File: src/css_pkg.sv
// shared constants and carrier types for the converter sample scheduler
package css_pkg;
  // clock and cycle timing
  localparam int CLK_MHZ    = 200;
  localparam int CYCLE_NS   = 4000;
  localparam int CYCLE_CLKS = CYCLE_NS * CLK_MHZ / 1000;
  localparam int CNT_W      = 10;
  localparam logic [CNT_W-1:0] CYCLE_LAST = CNT_W'(CYCLE_CLKS - 1);

  // converter word and serial rates
  localparam int SAMPLE_W = 16;
  localparam int BITS_W   = 6;
  localparam logic [BITS_W-1:0] RX_BITS = BITS_W'(SAMPLE_W);
  localparam logic [BITS_W-1:0] TX_BITS = BITS_W'(2 * SAMPLE_W);
  localparam logic [CNT_W-1:0] RX_DIV  = 10'h028;
  localparam logic [CNT_W-1:0] TX_DIV  = RX_DIV >> 1;

  // rotating selectors
  localparam int AUX_INPUTS = 4;
  localparam int AUX_SEL_W  = 2;
  localparam int SLOW_OUTS  = 8;
  localparam int SLOW_SEL_W = 3;
  localparam logic [SLOW_SEL_W-1:0] SLOW_SEL_LAST = SLOW_SEL_W'(SLOW_OUTS - 1);
  localparam logic [AUX_SEL_W-1:0]  AUX_SEL_LAST  = AUX_SEL_W'(AUX_INPUTS - 1);

  // processor instruction slots per cycle
  localparam int INSTR_PER_CYCLE = 59;
  localparam logic [CNT_W-1:0] INSTR_CLKS  = CNT_W'(CYCLE_CLKS / INSTR_PER_CYCLE);
  localparam logic [BITS_W:0]  INSTR_COUNT = 7'(INSTR_PER_CYCLE);

  // synthesis phase accumulator
  localparam int PHASE_W = 32;
  localparam logic [PHASE_W-1:0] FREQ_RESET = 32'h0000_0000;
  localparam logic [15:0] SINE_QUARTER [16] = '{
    16'h0648, 16'h12c8, 16'h1f1a, 16'h2b1f, 16'h36ba, 16'h41ce, 16'h4c3c, 16'h55f6,
    16'h5ed9, 16'h66cf, 16'h6dc9, 16'h73b6, 16'h7885, 16'h7c29, 16'h7e9d, 16'h7fd8};

  // host bus decode map
  localparam int ADDR_W = 4;
  localparam int CS_W   = 8;
  localparam logic [ADDR_W-1:0] ADDR_CFG0    = 4'h0;
  localparam logic [ADDR_W-1:0] ADDR_CFG1    = 4'h1;
  localparam logic [ADDR_W-1:0] ADDR_FREQ_LO = 4'h2;
  localparam logic [ADDR_W-1:0] ADDR_FREQ_HI = 4'h3;
  localparam logic [ADDR_W-1:0] ADDR_ANA0    = 4'h4;
  localparam logic [ADDR_W-1:0] ADDR_ANA1    = 4'h5;
  localparam logic [SAMPLE_W-1:0] CFG_RESET  = 16'h0000;

  typedef struct packed {
    logic                cs_n;
    logic                wr_n;
    logic [ADDR_W-1:0]   addr;
    logic [SAMPLE_W-1:0] data;
  } css_host_t;

  typedef struct packed {
    logic [SAMPLE_W-1:0] x;
    logic [SAMPLE_W-1:0] y;
  } css_iq_t;
endpackage

File: src/css_shift.sv
// loadable shift register used for serial-to-parallel and parallel-to-serial paths
`timescale 1ns/10ps
module css_shift #(
  parameter int W = 16
) (
  input  wire logic         clk_in,    // system clock
  input  wire logic         rst_in,    // synchronous reset
  input  wire logic         load_in,   // parallel load
  input  wire logic [W-1:0] value_in,  // parallel load word
  input  wire logic         shift_in,  // shift one bit, msb first
  input  wire logic         ser_in,    // serial bit entering lsb
  output logic      [W-1:0] par_out    // register contents, msb is serial out
);
  // load wins over shift
  always_ff @(posedge clk_in) begin
    if (rst_in) begin
      par_out <= '0;
    end else if (load_in) begin
      par_out <= value_in;
    end else if (shift_in) begin
      par_out <= {par_out[W-2:0], ser_in};
    end
  end
endmodule // css_shift

File: src/css_sched.sv
// converter sample scheduler: frame timing, converter serial paths, synthesis and host decode
`timescale 1ns/10ps
module css_sched
  import css_pkg::*;
(
  input  wire logic                  clk_in,          // system clock
  input  wire logic                  rst_in,          // synchronous reset
  input  wire css_host_t             host_in,         // host bus pins
  input  wire logic                  adc_sig_in,      // signal channel serial data
  input  wire logic                  adc_aux_in,      // aux channel serial data
  input  wire css_iq_t               iq_in,           // in-phase and quadrature results
  input  wire logic [SAMPLE_W-1:0]   slow_val_in [SLOW_OUTS], // eight slow output values
  output logic                       adc_conv_out,    // sample both channels now
  output logic                       adc_sclk_out,    // receive bit clock
  output logic [AUX_SEL_W-1:0]       aux_sel_out,     // aux input being converted
  output logic [SAMPLE_W-1:0]        sig_sample_out,  // received signal sample
  output logic [SAMPLE_W-1:0]        aux_sample_out,  // received aux sample
  output logic [AUX_SEL_W-1:0]       aux_tag_out,     // aux input of aux_sample_out
  output logic                       sample_vld_out,  // both samples new, one pulse
  output logic                       tx_sclk_out,     // transmit bit clock
  output logic                       tx_data_out,     // transmit serial data
  output logic                       tx_frame_out,    // transmit word framing
  output logic                       p2s_sclk_out,    // parallel-to-serial bit clock
  output logic                       p2s_data_out,    // parallel-to-serial data
  output logic                       p2s_frame_out,   // parallel-to-serial framing
  output logic [SLOW_SEL_W-1:0]      slow_sel_out,    // slow output being refreshed
  output logic [SAMPLE_W-1:0]        sine_out,        // latest sine sample
  output logic                       instr_tick_out,  // instruction slot pulse
  output logic                       buf_en_out,      // host address and data buffers on
  output logic [CS_W-1:0]            cs_out,          // decoded chip selects
  output logic [SAMPLE_W-1:0]        cfg0_out,        // configuration latch 0
  output logic [SAMPLE_W-1:0]        cfg1_out,        // configuration latch 1
  output logic [SAMPLE_W-1:0]        iso_data_out,    // isolated analog bus data
  output logic                       iso_oe_out,      // isolated bus driven
  output logic [1:0]                 iso_stb_out      // analog latch load strobes
);
  // one-hot decode of a host address
  function automatic logic [CS_W-1:0] dec_addr(input logic [ADDR_W-1:0] a);
    dec_addr = '0;
    if (a < ADDR_W'(CS_W)) begin
      dec_addr[a[2:0]] = 1'b1;
    end
  endfunction

  function automatic logic is_analog(input logic [ADDR_W-1:0] a);
    is_analog = (a == ADDR_ANA0) || (a == ADDR_ANA1);
  endfunction

  // sine value from phase using quarter table
  function automatic logic [SAMPLE_W-1:0] sine_of(input logic [PHASE_W-1:0] ph);
    logic [3:0]          idx;
    logic [SAMPLE_W-1:0] mag;
    idx = ph[PHASE_W-3:PHASE_W-6];
    if (ph[PHASE_W-2]) begin
      idx = ~idx;
    end
    mag = SINE_QUARTER[idx];
    sine_of = ph[PHASE_W-1] ? SAMPLE_W'(-mag) : mag;
  endfunction

  logic [CNT_W-1:0]    tick;
  logic                frame;
  css_host_t           host_s1;
  css_host_t           host_s2;
  logic                sig_s1, sig_s2, aux_s1, aux_s2;
  logic [CNT_W-1:0]    rx_div, tx_div, ins_div;
  logic [BITS_W-1:0]   rx_bit, tx_bit;
  logic [BITS_W:0]     ins_cnt;
  logic                rx_shift, tx_shift; // last receive shift captures the sample words
  logic [2*SAMPLE_W-1:0] tx_word, p2s_word;
  logic [SAMPLE_W-1:0] sig_word, aux_word;
  logic [PHASE_W-1:0]  phase, freq;
  logic                wr_act, wr_prev, wr_edge;

  // cycle timer, one frame per cycle
  always_ff @(posedge clk_in) begin
    if (rst_in) begin
      tick  <= '0;
      frame <= 1'b0;
    end else begin
      tick  <= (tick == CYCLE_LAST) ? '0 : tick + 1'b1;
      frame <= (tick == CYCLE_LAST);
    end
  end
  // two-stage synchronisers for the host bus and both converter serial data inputs
  always_ff @(posedge clk_in) begin
    if (rst_in) begin
      host_s1 <= '{cs_n: 1'b1, wr_n: 1'b1, addr: '0, data: '0};
      host_s2 <= '{cs_n: 1'b1, wr_n: 1'b1, addr: '0, data: '0};
      {sig_s1, sig_s2, aux_s1, aux_s2} <= '0;
    end else begin
      host_s1 <= host_in;
      host_s2 <= host_s1;
      sig_s1  <= adc_sig_in;
      sig_s2  <= sig_s1;
      aux_s1  <= adc_aux_in;
      aux_s2  <= aux_s1;
    end
  end
  // conversion start and rotating selectors
  always_ff @(posedge clk_in) begin
    if (rst_in) begin
      adc_conv_out <= 1'b0;
      aux_sel_out  <= '0;
      slow_sel_out <= '0;
    end else begin
      adc_conv_out <= frame;
      if (frame) begin
        aux_sel_out  <= (aux_sel_out == AUX_SEL_LAST) ? '0 : aux_sel_out + 1'b1;
        slow_sel_out <= (slow_sel_out == SLOW_SEL_LAST) ? '0 : slow_sel_out + 1'b1;
      end
    end
  end
  // receive bit timing, data sampled at end of each bit
  always_ff @(posedge clk_in) begin
    if (rst_in || frame) begin
      rx_div <= '0;
      rx_bit <= rst_in ? RX_BITS : '0; // idle until the first frame
    end else if (rx_bit < RX_BITS) begin
      rx_div <= (rx_div == RX_DIV - 1'b1) ? '0 : rx_div + 1'b1;
      if (rx_div == RX_DIV - 1'b1) begin
        rx_bit <= rx_bit + 1'b1;
      end
    end
  end
  assign rx_shift = (rx_bit < RX_BITS) && (rx_div == RX_DIV - 1'b1);
  // serial-to-parallel for signal and aux streams
  css_shift #(.W(SAMPLE_W)) u_rx_sig (
    .clk_in   (clk_in),
    .rst_in   (rst_in),
    .load_in  (1'b0),
    .value_in ('0),
    .shift_in (rx_shift),
    .ser_in   (sig_s2),
    .par_out  (sig_word)
  );
  css_shift #(.W(SAMPLE_W)) u_rx_aux (
    .clk_in   (clk_in),
    .rst_in   (rst_in),
    .load_in  (1'b0),
    .value_in ('0),
    .shift_in (rx_shift),
    .ser_in   (aux_s2),
    .par_out  (aux_word)
  );
  // receive clock and completed sample capture
  always_ff @(posedge clk_in) begin
    if (rst_in) begin
      adc_sclk_out   <= 1'b0;
      sig_sample_out <= '0;
      aux_sample_out <= '0;
      aux_tag_out    <= '0;
      sample_vld_out <= 1'b0;
    end else begin
      adc_sclk_out   <= (rx_bit < RX_BITS) && !frame && (rx_div < (RX_DIV >> 1));
      sample_vld_out <= 1'b0;
      if (rx_shift && rx_bit == RX_BITS - 1'b1) begin // once per frame, as the last bit enters
        sig_sample_out <= {sig_word[SAMPLE_W-2:0], sig_s2};
        aux_sample_out <= {aux_word[SAMPLE_W-2:0], aux_s2};
        aux_tag_out    <= aux_sel_out;
        sample_vld_out <= 1'b1;
      end
    end
  end
  // direct digital synthesis once per cycle
  always_ff @(posedge clk_in) begin
    if (rst_in) begin
      phase    <= '0;
      sine_out <= '0;
    end else if (frame) begin
      phase    <= phase + freq;
      sine_out <= sine_of(phase + freq);
    end
  end
  // transmit timing at twice the receive bit rate
  always_ff @(posedge clk_in) begin
    if (rst_in || frame) begin
      tx_div <= '0;
      tx_bit <= rst_in ? TX_BITS : '0; // idle until the first frame
    end else if (tx_bit < TX_BITS) begin
      tx_div <= (tx_div == TX_DIV - 1'b1) ? '0 : tx_div + 1'b1;
      if (tx_div == TX_DIV - 1'b1) begin
        tx_bit <= tx_bit + 1'b1;
      end
    end
  end
  assign tx_shift = (tx_bit < TX_BITS) && (tx_div == TX_DIV - 1'b1);
  // serial port: sine then in-phase, one channel of each converter
  css_shift #(.W(2*SAMPLE_W)) u_tx (
    .clk_in   (clk_in),
    .rst_in   (rst_in),
    .load_in  (frame),
    .value_in ({sine_out, iq_in.x}),
    .shift_in (tx_shift),
    .ser_in   (1'b0),
    .par_out  (tx_word)
  );
  // parallel-to-serial: quadrature then current slow slot
  css_shift #(.W(2*SAMPLE_W)) u_p2s (
    .clk_in   (clk_in),
    .rst_in   (rst_in),
    .load_in  (frame),
    .value_in ({iq_in.y, slow_val_in[slow_sel_out]}),
    .shift_in (tx_shift),
    .ser_in   (1'b0),
    .par_out  (p2s_word)
  );
  // converter-side clocks, data and framing
  always_ff @(posedge clk_in) begin
    if (rst_in) begin
      {tx_sclk_out, tx_data_out, tx_frame_out}    <= '0;
      {p2s_sclk_out, p2s_data_out, p2s_frame_out} <= '0;
    end else begin
      tx_sclk_out   <= (tx_bit < TX_BITS) && !frame && (tx_div < (TX_DIV >> 1));
      tx_data_out   <= tx_word[2*SAMPLE_W-1];
      tx_frame_out  <= (tx_bit < TX_BITS) && !frame;
      p2s_sclk_out  <= (tx_bit < TX_BITS) && !frame && (tx_div < (TX_DIV >> 1));
      p2s_data_out  <= p2s_word[2*SAMPLE_W-1];
      p2s_frame_out <= (tx_bit < TX_BITS) && !frame;
    end
  end
  // instruction slot pacing within the cycle
  always_ff @(posedge clk_in) begin
    if (rst_in || frame) begin
      ins_div        <= '0;
      ins_cnt        <= '0;
      instr_tick_out <= 1'b0;
    end else begin
      instr_tick_out <= 1'b0;
      if (ins_cnt < INSTR_COUNT) begin
        ins_div <= (ins_div == INSTR_CLKS - 1'b1) ? '0 : ins_div + 1'b1;
        if (ins_div == INSTR_CLKS - 1'b1) begin
          ins_cnt        <= ins_cnt + 1'b1;
          instr_tick_out <= 1'b1;
        end
      end
    end
  end
  // host write detection
  assign wr_act  = !host_s2.cs_n && !host_s2.wr_n;
  assign wr_edge = wr_act && !wr_prev;
  // buffers, decoder, isolated analog bus and write edge history
  always_ff @(posedge clk_in) begin
    if (rst_in) begin
      wr_prev      <= 1'b0;
      buf_en_out   <= 1'b0;
      cs_out       <= '0;
      iso_oe_out   <= 1'b0;
      iso_data_out <= '0;
      iso_stb_out  <= '0;
    end else begin
      wr_prev      <= wr_act;
      buf_en_out   <= wr_act;
      cs_out       <= wr_act ? dec_addr(host_s2.addr) : '0;
      iso_oe_out   <= wr_act && is_analog(host_s2.addr);
      iso_data_out <= (wr_act && is_analog(host_s2.addr)) ? host_s2.data : '0;
      iso_stb_out  <= wr_edge ? {host_s2.addr == ADDR_ANA1, host_s2.addr == ADDR_ANA0} : 2'h0;
    end
  end
  // edge-loaded configuration latches and frequency word
  always_ff @(posedge clk_in) begin
    if (rst_in) begin
      cfg0_out <= CFG_RESET;
      cfg1_out <= CFG_RESET;
      freq     <= FREQ_RESET;
    end else if (wr_edge) begin
      unique case (host_s2.addr)
        ADDR_CFG0:    cfg0_out <= host_s2.data;
        ADDR_CFG1:    cfg1_out <= host_s2.data;
        ADDR_FREQ_LO: freq[SAMPLE_W-1:0] <= host_s2.data;
        ADDR_FREQ_HI: freq[PHASE_W-1:SAMPLE_W] <= host_s2.data;
        default:      ;
      endcase
    end
  end
endmodule // css_sched

File: config.mk
export PLATFORM = sky130hd
export DESIGN_NAME = css_sched
export DESIGN_NICKNAME = d
export VERILOG_FILES = /design/src/css_pkg.sv /design/src/css_shift.sv /design/src/css_sched.sv
export SDC_FILE = /design/constraint.sdc
export NUM_CORES = 1
export LEC_CHECK = 0
export BUFFER_PORTS_ARGS = -buffer_cell sky130_fd_sc_hd__buf_2
export CORE_ASPECT_RATIO = 0.8
export CORE_MARGIN = 8
export CORE_UTILIZATION = 55
export CTS_BUF_LIST = sky130_fd_sc_hd__clkbuf_16
export CTS_CLUSTER_DIAMETER = 200
export DETAILED_ROUTE_END_ITERATION = 8
export PLACE_DENSITY = 0.79
export SLEW_MARGIN = 10
export SYNTH_ARGS = -nofsm -noshare
export SYNTH_HDL_FRONTEND = slang
export SYNTH_SLANG_ARGS = --single-unit
File: constraint.sdc
create_clock -name clk_in -period 8 [get_ports clk_in]
set_input_delay 0.4 -clock clk_in [delete_from_list [all_inputs] [get_ports clk_in]]
set_output_delay 0.4 -clock clk_in [all_outputs]
set_load 0.1 [all_outputs]
==> run metrics <==
result of the run completed; area of the mapped netlist ~17000 um2; post-synthesis area per instance 8.98 um2; Async S/R FF share, synth 0%; worst slew margin relative to its limit 21.5%; worst clock skew 0.0223 ns; Switching Fraction around 21%; clock network fraction of total power 44.3%; total track usage 23.4%; Most used DFF post-synth dfxtp_1; via/cell ratio 5.55; number of core rows 58; number of setup violations in the final report 0; first-pass iteration count of the detailed router 5; DRC Markers 0; endpoint arrival time on the critical path 4.62 ns; clock tree from TritonCTS done; most common cell after layout, fill and taps aside dfxtp_1; detailed placement HPWL 32700 um; Syn Inst Count 1939; average wire per cell in the routed design 17.6 um; fill cell instance count of the final layout roughly 2500; number of hold-slack violations in the final timing report 0; routed via count 14500; number of cells on the worst hold path 2; Tot Pwr 3.79 mW; Clock Sinks 389; largest net degree at the start of global routing 223; family with the most delay on the worst path compound AO/OA/AOI/OAI gates; Seq cells post-synth 389; GRT Residual Overflow 0; clock edge transition at the registers on the reported setup and hold paths 0.06 ns; number of violations reported at the end of detailed-routing iteration 0 ~1100; worst path bufs/invs 0; internal power contribution about 3 mW; share of the yosys chip area belonging to registers around 45%; leakage dissipation 8.34 nW; number of distinct library cells after synthesis 80; CTS Hold Buffers Added 0; required time of the worst setup path 8.36 ns; quantity of I/O buffers inserted on ports 310; Critical Path Start Type register; number of top-level pins about 310; largest stage delay on the critical path 0.55 ns; core outline area 31300 um2; peak supply drop 0.000178 V; post-route fraction of the period consumed by the critical path 53.2%; setup_tns 0 ns; slack of the worst reg-to-reg path 3.74 ns; count of yosys warnings during synthesis 0; total die area 37600 um2; Seq. cell area roughly 8000 um2; later-pin clock latency in the skew report 0.53 ns; Min Clock Period, post-route about 4.3 ns; nets between 2000 and 2500; cells traversed along the worst timing path ha_1 > a21o_1 > a21o_1 > a21oi_2 > mux2_2 > a311oi_1 > nand3_1 > nand2_1 > o22ai_1 > a21oi_1 > o221ai_1 > ha_1 > nor3_1 > xnor2_1 > o21ai_1; final estimated routing congestion in global placement around 0.97; Achievable Freq between 200 and 250 MHz; CP max-delay cell nand3_1; net switching power of the design 0.815 mW; Hold/Removal Path Class input port to register; cell count along the critical path 15; buffer depth of the longest clock path 3; # H-tree levels 2; via count of the first global-routing pass around 14000; cell count of the worst reg-to-reg path 15; Slew @ Worst Pin 1.18 ns; CTS Buf Count 39; count of flip-flops with a built-in enable after synthesis 12; initial antenna violation count 9; pwr dens 187 nW/um2; combinational share of power 3.5%; Area growth syn-to-layout 16.5%; Worst Path Class, Setup register to register; Total Wirelength 46200 um; ratio of cells with drive above 1 in the final layout 20.0%; antenna-violating nets left 0; Net Count, Synth 2169; post-CTS repair timing setup buffer count 0; Clk Tree Root Cell clkbuf_16; multi-input logic area 8930 um2; number of pins exceeding their max-slew limit in the final report 0; first-pass GRT wire length 73500 um; Gates resized, CTS repair 0; leading cell types in the layout, fill and taps excluded 375 x dfxtp_1, 309 x buf_2, 270 x nand2_1; RSZ-0062 raised after global routing false; Die X-Extent 215 um; fraction of power consumed by sequential logic 52.2%; worst-path fanout max 16; starting utilization of the core area 55.6%; count of maximum capacitance violations 0; kind of capture point of the worst setup path register; die outline height 175 um
path summary, 6_finish.rpt:
path | end | from
worst max register to register | sine_out[2] | phase[23]
worst max-delay path | sine_out[2] | phase[23]
worst min register to register | host_s2[21] | host_s1[21]
worst min-delay path | host_s1[21] | host_in[21]
final cells by class:
type / count / share of cell area (%)
Tap cell: 420 / 2.59
Multi-Input combinational cell: 1405 / 44.1
Sequential cell: 389 / 39.0
Timing Repair Buffer: 322 / 8.20
Clock inverter: 27 / 0.901
Clock buffer: 39 / 4.82
Antenna cell: 5 / 0.0617
Inverter: 16 / 0.296
power groups by stage:
stage | registers (mW) | clock network [mW] | logic [mW]
2_1_floorplan | 2.02 | 0 | 0.0644
3_3_place_gp | 2.02 | 0 | 0.128
3_5_place_dp | 2.02 | 0 | 0.130
4_1_cts | 1.98 | 1.72 | 0.131
5_1_grt | 1.98 | 1.80 | 0.142
6_report | 1.98 | 1.68 | 0.131
metrics by stage:
step | cell area (um2) | utilization (%) | setup WS [ns] | hold WS, ns | std cells
after floorplan | 17400 | - | 4.41 | 0.389 | 1939
after global placement | 19100 | 61.0 | 3.96 | 0.398 | 2552
after detailed placement | 19100 | 61.0 | 3.86 | 0.400 | 2552
after CTS | 20200 | 64.7 | 3.84 | 0.0428 | 2618
after global routing | 20300 | 64.8 | 3.40 | 0.0434 | 2623
final | 20300 | 64.8 | 3.74 | 0.0624 | 2623
Yosys cell counts, drive strengths merged (5+ instances only):
cell type	n	area share, %
nand4	14	0.50
and3	12	0.46
a21o	12	0.52
nand2	271	5.9
or2	5	0.18
a31oi	9	0.50
o22ai	5	0.18
o211ai	10	0.43
o21bai	5	0.22
o21ai	50	1.5
mux4	32	4.1
edfxtp	12	2.1
dfxtp	377	43
a21oi	190	5.5
inv	16	0.35
nor3	27	0.81
mux2i	118	6.8
nor2b	66	2.4
o21a	5	0.22
nand2b	12	0.43
a221oi	5	0.25
buf	30	0.83
nor2	259	5.6
mux2	5	0.32
xnor2	47	2.4
nand3	39	1.1
xor2	44	2.2
nor4	7	0.29
clkbuf	99	2.1
a211oi	45	2.0
and2	22	0.79
ha	43	3.1
sequential cells by signal, indices dropped and copies added, names as in the netlist, 22 cells and up:
signal and cells:
host_s1 22, freq 32, u_p2s.par_out 32, phase 32, host_s2 22, u_tx.par_out 32
layer usage:
layer / global-route usage [%] / part of all wire, %
met5: 0 / 0
met4: 9.16 / 3.5
met3: 7.12 / 8.6
met2: 37.4 / 45
met1: 29.4 / 43
kinds of logic (layout without fill, tap and decap cells):
family	count (synthesis)	count (layout)	synth area share, %
other	0	5	0
XOR/XNOR	91	91	4.62
flip-flops	389	389	45.4
AO/OA/AOI/OAI	369	369	13.2
AND/OR/NAND/NOR	746	746	19.0
buffers and inverters	145	404	3.32
multiplexers	155	155	11.3
adder cells (fa/ha/maj)	44	44	3.21
worst register-to-register path: cells and delay by family, from the launching register on:
family | cells | cell delay [ns]
AOI/OAI and AO/OA | 8 | 1.52
xor gates and xnor gates | 1 | 0.15
adders and majority gates | 2 | 0.66
DFF | 1 | 0.31
muxes | 1 | 0.37
and+or+nand+nor | 3 | 1.09
(Power assumes the default switching activity.)
